<file path="config.mk">
export PLATFORM = sky130hd
export DESIGN_NAME = blhmi_top
export DESIGN_NICKNAME = d
export VERILOG_FILES = /design/src/blhmi_pkg.sv /design/src/blhmi_top.sv
export SDC_FILE = /design/constraint.sdc
export NUM_CORES = 1
export LEC_CHECK = 0
export ABC_AREA = 1
export ABC_CLOCK_PERIOD_IN_PS = 4550
export BUFFER_PORTS_ARGS = -buffer_cell sky130_fd_sc_hd__buf_4
export CORE_MARGIN = 2
export CORE_UTILIZATION = 59
export CTS_CLUSTER_DIAMETER = 120
export DETAILED_ROUTE_END_ITERATION = 12
export GPL_TIMING_DRIVEN = 0
export HOLD_SLACK_MARGIN = 0.03
export PLACE_DENSITY = 0.77
export SYNTH_ARGS = -nofsm -noshare
export SYNTH_HDL_FRONTEND = slang
export SYNTH_SLANG_ARGS = --single-unit
</file>
<file path="constraint.sdc">
create_clock -name clk -period 4.55 [get_ports clk]
set_input_delay 0.6825 -clock clk [delete_from_list [all_inputs] [get_ports clk]]
set_output_delay 0.6825 -clock clk [all_outputs]
set_load 0.005 [all_outputs]
</file>
<file path="src/blhmi_pkg.sv">
// constants and types of the operator interface controller
package blhmi_pkg;
   // ********************
   // timing
   // ********************
   localparam int unsigned CLK_HZ = 25_000_000; // system clock rate
   localparam int unsigned STARTUP_BLINK_MS = 1000; // all-lamp blink after reset
   localparam int unsigned TEST_TIMEOUT_S = 180; // test mode auto exit
   localparam int unsigned SETUP_TIMEOUT_S = 5; // setup calibration limit
   localparam int unsigned LEARN_TIMEOUT_S = 180; // learn detection limit
   localparam int unsigned DWELL_MS = 1000; // function lamp dwell while held
   localparam int unsigned BLINK_HALF_MS = 250; // blink half period
   localparam int unsigned TICK_MS = 1; // base tick period
   localparam int unsigned DEBOUNCE_MS = 20; // button debounce time
   localparam int unsigned BEEP_SHORT_MS = 100; // high beep length and gap
   localparam int unsigned BEEP_LONG_MS = 1000; // low beep length
   localparam int unsigned HIGH_BEEPS = 3; // beeps on successful save
   // clock cycles per base tick
   localparam int unsigned TICK_CYC = (CLK_HZ / 1000) * TICK_MS;
   // ********************
   // lamp bit positions
   // ********************
   localparam int unsigned LAMP_RESULT = 0; // red result lamp
   localparam int unsigned LAMP_SERIAL = 1; // serial activity lamp
   localparam int unsigned LAMP_PHASE = 2; // reading-phase lamp
   localparam int unsigned LAMP_SUCCESS = 3; // green success lamp
   localparam int unsigned LAMP_READY = 4; // green ready lamp
   localparam int unsigned LAMP_N = 5;
   // function lamps share status lamps: test, focus, setup, learn
   localparam int unsigned LAMP_F_TEST = LAMP_READY;
   localparam int unsigned LAMP_F_FOCUS = LAMP_SUCCESS;
   localparam int unsigned LAMP_F_SETUP = LAMP_PHASE;
   localparam int unsigned LAMP_F_LEARN = LAMP_SERIAL;
   localparam logic [4:0] LAMPS_OFF = 5'h00;
   localparam logic [4:0] LAMPS_ALL = 5'h1f;
   // ********************
   // states
   // ********************
   typedef enum logic [3:0] {
      BLHMI_START = 4'h0, // startup blink
      BLHMI_NORMAL = 4'h1, // status indication
      BLHMI_HOLD = 4'h2, // button held, stepping functions
      BLHMI_TEST = 4'h3, // bar graph
      BLHMI_FOCUS = 4'h4, // aiming pointers on
      BLHMI_SETUP = 4'h5, // calibration running
      BLHMI_LEARN = 4'h6, // detection running
      BLHMI_DONE = 4'h7 // result shown while beeper finishes
   } blhmi_state_t;
   typedef enum logic [1:0] {
      BLHMI_FN_TEST = 2'h0,
      BLHMI_FN_FOCUS = 2'h1,
      BLHMI_FN_SETUP = 2'h2,
      BLHMI_FN_LEARN = 2'h3
   } blhmi_fn_t;
endpackage : blhmi_pkg

</file>
<file path="src/blhmi_top.sv">
// operator interface controller: push button, status lamps, beeper, aiming pointers
//
// Behaviour
// - blink all five lamps one second after reset
// - red result lamp on no-read phase end
// - serial lamp follows main serial activity
// - serial lamp steady when on fieldbus
// - phase lamp follows active reading phase
// - success lamp confirms good read
// - ready lamp shows reader ready
// - network lamp on link, supply lamp powered
// - result lamp acknowledges button press
// - hold steps function lamps, release enters
// - test mode bar graph of good-read rate
// - test no-read: only result lamp blinking
// - test exits on press or three minutes
// - focus mode: pointers on, focus lamp blinks
// - press leaves focus, pointers off
// - setup blinks; success steady plus three beeps
// - setup five second timeout: off, long beep
// - learn blinks; success steady plus three beeps
// - learn three minute timeout: off, long beep
// - each learn replaces previous learned code
// - error blinks result and ready only
`timescale 1ns/1ps
module blhmi_top
   import blhmi_pkg::*;
#(
   parameter int unsigned DWELL_TICKS = DWELL_MS / TICK_MS, // function lamp dwell in ticks
   parameter int unsigned TEST_TICKS = TEST_TIMEOUT_S * 1000 / TICK_MS, // test timeout in ticks
   parameter int unsigned SETUP_TICKS = SETUP_TIMEOUT_S * 1000 / TICK_MS, // setup timeout in ticks
   parameter int unsigned LEARN_TICKS = LEARN_TIMEOUT_S * 1000 / TICK_MS, // learn timeout in ticks
   parameter int unsigned TICK_CYCLES = TICK_CYC // clock cycles per tick
) (
   // clock and reset
   input wire logic clk,
   input wire logic reset,
   // operator button pin, high when pressed
   input wire logic button,
   // reader status, same clock
   input wire logic phase_active, // a reading phase is running
   input wire logic phase_end, // pulse: reading phase ended
   input wire logic code_read, // with phase_end: a code was decoded
   input wire logic serial_active, // main serial port busy
   input wire logic fieldbus_attached, // connected through the fieldbus box
   input wire logic reader_ready, // reader ready to operate
   input wire logic error_present, // error condition
   input wire logic eth_link, // ethernet link up
   input wire logic power_good, // supply present
   input wire logic [2:0] good_rate_level, // test mode good-read rate, 0..5
   input wire logic cal_done, // pulse: calibration saved
   input wire logic learn_done, // pulse: learned code saved
   // function requests to the reader
   output logic cal_run, // calibration procedure running
   output logic learn_run, // learn procedure running, replaces old code
   output logic test_run, // test statistics running
   // lamps and annunciators
   output logic [4:0] status_lamp, // result, serial, phase, success, ready
   output logic ethernet_link_lamp,
   output logic supply_present_lamp,
   output logic aim_pointer,
   output logic beep_high,
   output logic beep_low
);
   // ****************************************
   // elaboration checks
   // ****************************************
   initial begin
      if (TICK_CYCLES < 1 || DWELL_TICKS < 1 || TEST_TICKS < 1 || SETUP_TICKS < 1 || LEARN_TICKS < 1) begin
         $error("timing parameters below one");
      end
   end

   localparam int unsigned TW = $clog2(TICK_CYCLES + 1); // tick divider width
   localparam int unsigned CW = 24; // mode timer width, up to ~16M ticks
   localparam logic [CW-1:0] START_T = CW'(STARTUP_BLINK_MS / TICK_MS);
   localparam logic [CW-1:0] DEB_T = CW'(DEBOUNCE_MS / TICK_MS);
   localparam logic [CW-1:0] BLINK_T = CW'(BLINK_HALF_MS / TICK_MS);
   localparam logic [CW-1:0] SHORT_T = CW'(BEEP_SHORT_MS / TICK_MS);
   localparam logic [CW-1:0] LONG_T = CW'(BEEP_LONG_MS / TICK_MS);
   localparam logic [2:0] BEEP_N = 3'(HIGH_BEEPS * 2 - 1); // on/off phases

   // ****************************************
   // input synchroniser and tick divider
   // ****************************************
   logic btn_s1, btn_s2; // first stage read only by second
   logic [TW-1:0] tick_cnt, next_tick_cnt;
   logic tick, next_tick; // one-cycle pulse each tick

   // divider next values
   always_comb begin
      next_tick = 1'b0;
      next_tick_cnt = tick_cnt + TW'(1);
      if (tick_cnt == TW'(TICK_CYCLES - 1)) begin
         next_tick_cnt = '0;
         next_tick = 1'b1;
      end
   end

   // register sync chain and divider
   always_ff @(posedge clk) begin
      if (reset) begin
         btn_s1 <= 1'b0;
         btn_s2 <= 1'b0;
         tick_cnt <= '0;
         tick <= 1'b0;
      end else begin
         btn_s1 <= button;
         btn_s2 <= btn_s1;
         tick_cnt <= next_tick_cnt;
         tick <= next_tick;
      end
   end

   // ****************************************
   // debounce and blink base
   // ****************************************
   logic btn, next_btn; // debounced level
   logic [CW-1:0] deb_cnt, next_deb_cnt;
   logic [CW-1:0] blink_cnt, next_blink_cnt;
   logic blink, next_blink; // shared blink phase keeps lamps in step
   logic press, release_ev; // edges of debounced level

   // a new level is taken only after it stood stable
   always_comb begin
      next_btn = btn;
      next_deb_cnt = deb_cnt;
      next_blink = blink;
      next_blink_cnt = blink_cnt;
      if (btn_s2 == btn) begin
         next_deb_cnt = '0;
      end else if (tick) begin
         next_deb_cnt = deb_cnt + CW'(1);
         if (deb_cnt + CW'(1) >= DEB_T) begin
            next_btn = btn_s2;
            next_deb_cnt = '0;
         end
      end
      if (tick) begin
         next_blink_cnt = blink_cnt + CW'(1);
         if (blink_cnt + CW'(1) >= BLINK_T) begin
            next_blink_cnt = '0;
            next_blink = ~blink;
         end
      end
   end

   always_ff @(posedge clk) begin
      if (reset) begin
         btn <= 1'b0;
         deb_cnt <= '0;
         blink <= 1'b1;
         blink_cnt <= '0;
      end else begin
         btn <= next_btn;
         deb_cnt <= next_deb_cnt;
         blink <= next_blink;
         blink_cnt <= next_blink_cnt;
      end
   end

   assign press = next_btn & ~btn;
   assign release_ev = ~next_btn & btn;

   // ****************************************
   // main mode sequencer
   // ****************************************
   blhmi_state_t state, next_state;
   blhmi_fn_t fn, next_fn; // function lamp currently offered
   logic [CW-1:0] timer, next_timer; // ticks spent in state or dwell
   logic noread, next_noread; // last phase ended without a code
   logic saved, next_saved; // setup/learn outcome shown in done state
   blhmi_fn_t done_fn, next_done_fn;
   logic beep_go_hi, beep_go_lo; // one-cycle beeper requests

   // function lamp for a selection, used by hold and done states
   function automatic logic [4:0] fn_lamp(input blhmi_fn_t f);
      logic [4:0] v;
      v = LAMPS_OFF;
      unique case (f)
         BLHMI_FN_TEST: v[LAMP_F_TEST] = 1'b1;
         BLHMI_FN_FOCUS: v[LAMP_F_FOCUS] = 1'b1;
         BLHMI_FN_SETUP: v[LAMP_F_SETUP] = 1'b1;
         BLHMI_FN_LEARN: v[LAMP_F_LEARN] = 1'b1;
      endcase
      return v;
   endfunction : fn_lamp

   // state transitions and timers
   always_comb begin
      next_state = state;
      next_fn = fn;
      next_timer = tick ? timer + CW'(1) : timer;
      next_noread = noread;
      next_saved = saved;
      next_done_fn = done_fn;
      beep_go_hi = 1'b0;
      beep_go_lo = 1'b0;
      if (phase_end) begin
         next_noread = ~code_read;
      end
      unique case (state)
         BLHMI_START: begin
            if (timer >= START_T) begin
               next_state = BLHMI_NORMAL;
               next_timer = '0;
            end
         end
         BLHMI_NORMAL: begin
            if (press) begin
               next_state = BLHMI_HOLD;
               next_fn = BLHMI_FN_TEST;
               next_timer = '0;
            end
         end
         BLHMI_HOLD: begin
            if (release_ev) begin
               next_timer = '0;
               unique case (fn)
                  BLHMI_FN_TEST: next_state = BLHMI_TEST;
                  BLHMI_FN_FOCUS: next_state = BLHMI_FOCUS;
                  BLHMI_FN_SETUP: next_state = BLHMI_SETUP;
                  BLHMI_FN_LEARN: next_state = BLHMI_LEARN;
               endcase
            end else if (timer >= CW'(DWELL_TICKS)) begin
               next_fn = blhmi_fn_t'(fn + 2'h1);
               next_timer = '0;
            end
         end
         BLHMI_TEST: begin
            if (press || timer >= CW'(TEST_TICKS)) begin
               next_state = BLHMI_NORMAL;
               next_timer = '0;
            end
         end
         BLHMI_FOCUS: begin
            if (press) begin
               next_state = BLHMI_NORMAL;
               next_timer = '0;
            end
         end
         BLHMI_SETUP, BLHMI_LEARN: begin
            next_done_fn = (state == BLHMI_SETUP) ? BLHMI_FN_SETUP : BLHMI_FN_LEARN;
            if ((state == BLHMI_SETUP) ? cal_done : learn_done) begin
               next_state = BLHMI_DONE;
               next_saved = 1'b1;
               beep_go_hi = 1'b1;
               next_timer = '0;
            end else if (timer >= ((state == BLHMI_SETUP) ? CW'(SETUP_TICKS) : CW'(LEARN_TICKS))) begin
               next_state = BLHMI_DONE;
               next_saved = 1'b0;
               beep_go_lo = 1'b1;
               next_timer = '0;
            end
         end
         BLHMI_DONE: begin
            // outcome shown for the long beep time, then back to status
            if (timer >= LONG_T) begin
               next_state = BLHMI_NORMAL;
               next_timer = '0;
            end
         end
         default: begin
            next_state = BLHMI_NORMAL;
            next_timer = '0;
         end
      endcase
   end

   always_ff @(posedge clk) begin
      if (reset) begin
         state <= BLHMI_START;
         fn <= BLHMI_FN_TEST;
         timer <= '0;
         noread <= 1'b0;
         saved <= 1'b0;
         done_fn <= BLHMI_FN_SETUP;
      end else begin
         state <= next_state;
         fn <= next_fn;
         timer <= next_timer;
         noread <= next_noread;
         saved <= next_saved;
         done_fn <= next_done_fn;
      end
   end

   // ****************************************
   // beeper sequencer
   // ****************************************
   logic [2:0] bphase, next_bphase; // remaining high beep phases
   logic [CW-1:0] btimer, next_btimer;
   logic next_beep_high, next_beep_low;

   // high beeps alternate on/off; the low beep is one long tone
   always_comb begin
      next_bphase = bphase;
      next_btimer = tick ? btimer + CW'(1) : btimer;
      next_beep_high = beep_high;
      next_beep_low = beep_low;
      if (beep_go_hi) begin
         next_bphase = BEEP_N;
         next_beep_high = 1'b1;
         next_btimer = '0;
      end else if (beep_go_lo) begin
         next_beep_low = 1'b1;
         next_btimer = '0;
      end else if (beep_low && btimer >= LONG_T) begin
         next_beep_low = 1'b0;
      end else if (bphase != 3'h0 && btimer >= SHORT_T) begin
         next_bphase = bphase - 3'h1;
         next_beep_high = (bphase != 3'h1) && ~beep_high;
         next_btimer = '0;
      end
   end

   always_ff @(posedge clk) begin
      if (reset) begin
         bphase <= 3'h0;
         btimer <= '0;
         beep_high <= 1'b0;
         beep_low <= 1'b0;
      end else begin
         bphase <= next_bphase;
         btimer <= next_btimer;
         beep_high <= next_beep_high;
         beep_low <= next_beep_low;
      end
   end

   // ****************************************
   // lamp and output drive
   // ****************************************
   logic [4:0] next_lamp;
   logic next_aim, next_cal, next_learn, next_test;

   // bar graph: level n lights the n lowest lamps
   function automatic logic [4:0] bar(input logic [2:0] lvl);
      logic [4:0] v;
      v = LAMPS_OFF;
      for (int i = 0; i < LAMP_N; i++) begin
         v[i] = (3'(i) < lvl);
      end
      return v;
   endfunction : bar

   always_comb begin
      next_lamp = LAMPS_OFF;
      next_aim = 1'b0;
      next_cal = 1'b0;
      next_learn = 1'b0;
      next_test = 1'b0;
      unique case (state)
         BLHMI_START: next_lamp = blink ? LAMPS_ALL : LAMPS_OFF;
         BLHMI_NORMAL: begin
            if (error_present) begin
               next_lamp[LAMP_RESULT] = blink;
               next_lamp[LAMP_READY] = blink;
            end else begin
               next_lamp[LAMP_RESULT] = noread;
               next_lamp[LAMP_SERIAL] = serial_active | fieldbus_attached;
               next_lamp[LAMP_PHASE] = phase_active;
               next_lamp[LAMP_SUCCESS] = ~noread;
               next_lamp[LAMP_READY] = reader_ready;
            end
         end
         BLHMI_HOLD: begin
            next_lamp = fn_lamp(fn);
            next_lamp[LAMP_RESULT] = 1'b1;
         end
         BLHMI_TEST: begin
            next_test = 1'b1;
            if (good_rate_level == 3'h0) begin
               next_lamp[LAMP_RESULT] = blink;
            end else begin
               next_lamp = bar(good_rate_level);
            end
         end
         BLHMI_FOCUS: begin
            next_aim = 1'b1;
            next_lamp[LAMP_F_FOCUS] = blink;
         end
         BLHMI_SETUP: begin
            next_cal = 1'b1;
            next_lamp[LAMP_F_SETUP] = blink;
         end
         BLHMI_LEARN: begin
            next_learn = 1'b1;
            next_lamp[LAMP_F_LEARN] = blink;
         end
         BLHMI_DONE: next_lamp = saved ? fn_lamp(done_fn) : LAMPS_OFF;
         default: next_lamp = LAMPS_OFF;
      endcase
   end

   always_ff @(posedge clk) begin
      if (reset) begin
         status_lamp <= LAMPS_OFF;
         ethernet_link_lamp <= 1'b0;
         supply_present_lamp <= 1'b0;
         aim_pointer <= 1'b0;
         cal_run <= 1'b0;
         learn_run <= 1'b0;
         test_run <= 1'b0;
      end else begin
         status_lamp <= next_lamp;
         ethernet_link_lamp <= eth_link;
         supply_present_lamp <= power_good;
         aim_pointer <= next_aim;
         cal_run <= next_cal;
         learn_run <= next_learn;
         test_run <= next_test;
      end
   end
endmodule : blhmi_top

</file>
* Word level (Yosys, flattened, before mapping)
Cells that the tools add are included.
** Cells by class
- Add/sub/neg operators :: 7
- Order comparisons :: 12
- Equality and inequality tests :: 26
- Mux-type cells :: 74
- Bitwise gates (word level) :: 12
- Reduce and logical (&&, ||, !) cells :: 27
** Operator list (count)
- 24-bit 2-to-1 mux :: 12
- 24-bit one-hot mux with 5 select lines :: 1
- 24-bit by 1-bit adder with 24-bit output (second input constant) :: 4
- 24-bit by 10-bit >= comparator with 1-bit output (second input constant) :: 2
- 1-bit 2-to-1 mux :: 34
- 4-bit 2-to-1 mux :: 8
- 24-bit by 18-bit >= comparator with 1-bit output :: 1
- 24-bit by 18-bit >= comparator with 1-bit output (second input constant) :: 1
- 24-bit by 5-bit >= comparator with 1-bit output (second input constant) :: 1
- 24-bit by 7-bit >= comparator with 1-bit output (second input constant) :: 1
- 24-bit by 8-bit >= comparator with 1-bit output (second input constant) :: 1
- 4-bit one-hot mux with 6 select lines :: 1
- 18-bit 2-to-1 mux :: 1
- 1-bit one-hot mux with 6 select lines :: 3
- 4-bit by 3-bit equality test with 1-bit output (second input constant) :: 4
- 2-bit != test (second input constant) :: 8
- 4-bit one-hot mux with 4 select lines :: 1
- 15-bit by 1-bit adder with 15-bit output (second input constant) :: 1
- 15-bit equality test (second input constant) :: 1
- 3-bit 2-to-1 mux :: 5
- 2-bit OR reduction :: 6
- 5-bit 2-to-1 mux :: 2
- 1-bit one-hot mux with 5 select lines :: 2
- 1-bit NOT :: 9
- other kinds (29) :: 48
** Word-level totals
- Flip-flop bits (word level) :: 142
- Bits of input ports :: 17
- Logic and storage cells :: 184

* Depth between registers and ports, before layout
- Word-level depth :: 9
- Gate-level depth with buffers :: 18

* Worst setup path after synthesis
No wires, ideal clock.
- Kind :: register to register
- From :: register state[2]
- To :: register timer[11]
- Library setup time :: 0.119 ns
- Data arrival time :: 2.530 ns
- Data required time :: 4.431 ns
- Slack :: 1.902 ns
- Stages on the path, launching flop included :: 17
- Buffers on the path :: 2
- Period minus slack after synthesis :: 2.648 ns
- Cell sequence :: dfxtp_1 -> buf_2 -> inv_1 -> nor3_2 -> inv_1 -> ha_1 -> a21boi_0 -> o21ai_0 -> a21oi_1 -> o21ai_0 -> nand3_1 -> nand2_1 -> inv_1 -> nand2_2 -> a31oi_4 -> buf_8 -> nor2_2
** On the way
- Cells in the longest elaborated chain, start to end :: 6
** RTL lines
- start: declaration :: line blhmi_top.sv:168 : blhmi_state_t state, next_state;
- start signal: assignment :: line blhmi_top.sv:279 : state <= next_state;
- 4-bit by 3-bit equality test with 1-bit output :: line blhmi_top.sv:202, blhmi_top.sv:244, blhmi_top.sv:249
- 18-bit 2-to-1 mux :: line blhmi_top.sv:249 : end else if (timer >= ((state == BLHMI_SETUP) ? CW'(SETUP_TICKS) : CW'(LEARN_TICKS))) begin
- 24-bit by 18-bit >= comparator with 1-bit output :: line blhmi_top.sv:249
- 24-bit 2-to-1 mux :: line blhmi_top.sv:249
- 24-bit 2-to-1 mux :: line blhmi_top.sv:244 : if ((state == BLHMI_SETUP) ? cal_done : learn_done) begin
- 24-bit one-hot mux with 5 select lines * :: line blhmi_top.sv:202 : unique case (state)
- end signal: assignment :: line blhmi_top.sv:281 : timer <= next_timer;
- end: declaration :: line blhmi_top.sv:170 : logic [CW-1:0] timer, next_timer;
Every way passes the cells marked *; elsewhere a longest branch is shown, timed or not.
A chain may end at the register's enable or synchronous reset.

* Worst setup path after layout
- From :: register state[2]
- To :: register btimer[0]
** On the way
- Cells in the longest elaborated chain, start to end :: 7
** RTL lines
- 4-bit by 3-bit equality test with 1-bit output :: line blhmi_top.sv:202, blhmi_top.sv:244, blhmi_top.sv:249
- 18-bit 2-to-1 mux :: line blhmi_top.sv:249
- 24-bit by 18-bit >= comparator with 1-bit output :: line blhmi_top.sv:249
- 1-bit 2-to-1 mux :: line blhmi_top.sv:249
- 1-bit 2-to-1 mux :: line blhmi_top.sv:244
- 1-bit 2-to-1 mux :: line blhmi_top.sv:202
- 3-bit OR reduction (no line) *
- end signal: assignment :: line blhmi_top.sv:325 : btimer <= next_btimer;
- end: declaration :: line blhmi_top.sv:292 : logic [CW-1:0] btimer, next_btimer;
Marked as above.

==> flow_summary.yaml <==
status:
  status: "finished, final reports clean"
finish:
  nNetsFinal: 1210
  fillers: 1115
  final_common_cell: "nand2_1"
  postLayoutCoreUtil: 0.689
  fin_area_sq_um: 8730
  diodes: 0
  multi_input_area_sq_um: 4200
  fin_cells: 1354
  synthToLayoutAreaGrowth_pct: 13.3
  final_cell_mix: "nand2_1 (225), nor2_1 (175), inv_1 (160)"
  seq_area_sq_um: 2800
  drive_above_1_share: 0.0880
die:
  start_util: 0.608
  dieArea_sq_um: 14000
  die_w_um: 118
  io_pins: 30
  std_cell_rows: 41
  die_h_um: 118
  core_area_sq_um: 12700
placement:
  dp.final_hpwl_um: 13400
  place_ws_ps: 1020
  gp_congestion: 0.969
  placed_area_sq_um: 8130
  io_buffers: 28
  placedCellCount: 1322
clock_tree:
  post-cts-setup-buffers: 0
  holdBufCountCts: 0
  ctsRootBufferMaster: "clkbuf_16"
  cts_tree: "yes"
  clk_latency_ps: 440
  clock_sinks: 140
  cts_buffers: 17
  htree_levels: 4
  clockBufferDepth: 2
  clk_pin_slew_worst_paths_ps: 60
  ctsResizeCount: 0
synthesis:
  synth_area_per_cell_sq_um: 6.87
  yosysWarnings: 0
  synthCells: 1122
  syn_area_sq_um: 7700
  synth_async_sr_flop_share: 0
  syn-num-nets: 1163
  ys_ff_latch: 140
  synth_edf_count: 0
  ys.flop_type: "dfxtp_1"
  ys_types: 48
  ys_seq_area_frac: 0.364
drt:
  drc_errors: 0
  drtPass1Iterations: 5
  wl_per_cell_um: 13.2
  antenna_left: 0
  vias_per_cell: 5.35
  wirelength_um: 17800
  via_count: 7248
  drtIter0Drc: 569
pwr:
  p_per_area_nw_per_um2: 356
  p_leak_nw: 3.30
  power_mw: 3.11
  peakVddDrop_mv: 0.336
grt:
  antenna_found_initial: 0
  top_usage_layer: "met2"
  met2_usage: 0.437
  track_usage: 0.266
  grt_pass1_wl_um: 30700
  gr-usage-met1: 0.337
  overflow: 0
  met3_usage: 0.0642
  grt_pass1_vias: 6883
  grt_start_max_net_pins: 17
critical_path:
  crit-reg2reg-launch: "state[2]$_SDFFE_PP0P_"
  worstReg2RegEnd: "btimer[0]$_SDFF_PP0_"
  crit_start: "state[2]$_SDFFE_PP0P_"
  cp-end-kind: "flop"
  startpoint_type: "flop"
  required_ps: 4910
  cp_max_fo: 10
  r2r_slack_ps: 950
  endpoint: "btimer[0]$_SDFF_PP0_"
  rr_worst_depth: 14
  arrival_ps: 3960
  worstSetupPathType: "flop to flop"
sta:
  clock.fmax_mhz: 277
  skew_ps: 11.0
  hold_violations: 0
  drv_slew: 0
  hold_slack_ps: 413
  max-slew-margin-rel: 0.337
  min_period_ps: 3600
  finalCritPeriodShare: 0.792
  fin_tns_setup_ps: 0
  tightest_slew_ps: 993
  finalWorstSetupSlack_ps: 946
  rsz0062_at_grt: "false"
  setup_viol: 0
flow_run:
  max-cap-violations: 0
min_path:
  min_path_cells: 2
  hold_path.class: "flop to flop"
## sequential cells by signal (all words and copies together) (netlist names), 2 cells and up
signal,cells
blink_cnt,24
bphase,3
btimer,24
deb_cnt,24
fn,2
state,3
status_lamp,5
tick_cnt,15
timer,24
## layout make-up
type                            instances  share of cell area
Buffer                                 21              0.0106
Clock buffer                           18              0.0503
Clock inverter                         14              0.0182
Inverter                              161              0.0692
Multi-Input combinational cell        800               0.482
Sequential cell                       140               0.321
Tap cell                              172              0.0247
Timing Repair Buffer                   28              0.0241
## logic make-up after synthesis
kind of cell             synth area share
buffers and inverters              0.0905
adder cells (fa/ha/maj)            0.0390
AO/OA/AOI/OAI                      0.0945
AND/OR/NAND/NOR                     0.360
XOR/XNOR                           0.0523
flip-flops                          0.364
## synth_stat cells (10+ instances only)
master | number | area share
nand2_1 | 225 | 0.11
nor2_1 | 175 | 0.085
inv_1 | 160 | 0.078
dfxtp_1 | 140 | 0.36
nand3_1 | 64 | 0.042
nor3_1 | 46 | 0.030
a21oi_1 | 38 | 0.025
o21ai_0 | 37 | 0.024
xor2_1 | 36 | 0.041
ha_1 | 24 | 0.039
nand4_1 | 22 | 0.018
nor4_1 | 19 | 0.015
clkbuf_1 | 14 | 0.0068
nor2_2 | 14 | 0.011
xnor2_1 | 10 | 0.011
## report_power, final
part	internal [mW]	switching (mW)
registers	1.27	0.0220
logic	0.148	0.265
clock network	0.831	0.576
total	2.25	0.863
## routing by layer
metal / part of all wire / vias to the layer above
met2: 0.46 / 173
met5: 0 / -
li1: - / 3731
met1: 0.47 / 3308
met4: 0.020 / 0
met3: 0.048 / 36
## worst max-delay path: stages (launching register included)
cell and delay (ps):
dfxtp_1 320, buf_2 170, inv_1 100, nor3_2 650
inv_1 300, ha_1 370, a21boi_0 130, o21ai_0 140
a21oi_1 80, o21ai_0 280, nand2_1 80, nand2_1 170
nand3b_1 260, clkbuf_1 300, a21oi_1 180
## how the worst min path moves through the flow
stage,start,to
floorplan,btn_s1$_SDFF_PP0_,btn_s2$_SDFF_PP0_
global placement,btn_s1$_SDFF_PP0_,btn_s2$_SDFF_PP0_
detailed placement,btn_s1$_SDFF_PP0_,btn_s2$_SDFF_PP0_
CTS,btn_s1$_SDFF_PP0_,btn_s2$_SDFF_PP0_
global route,code_read,noread$_SDFFE_PP0P_
finish,btn_s1$_SDFF_PP0_,btn_s2$_SDFF_PP0_
(Power assumes the default switching activity.)
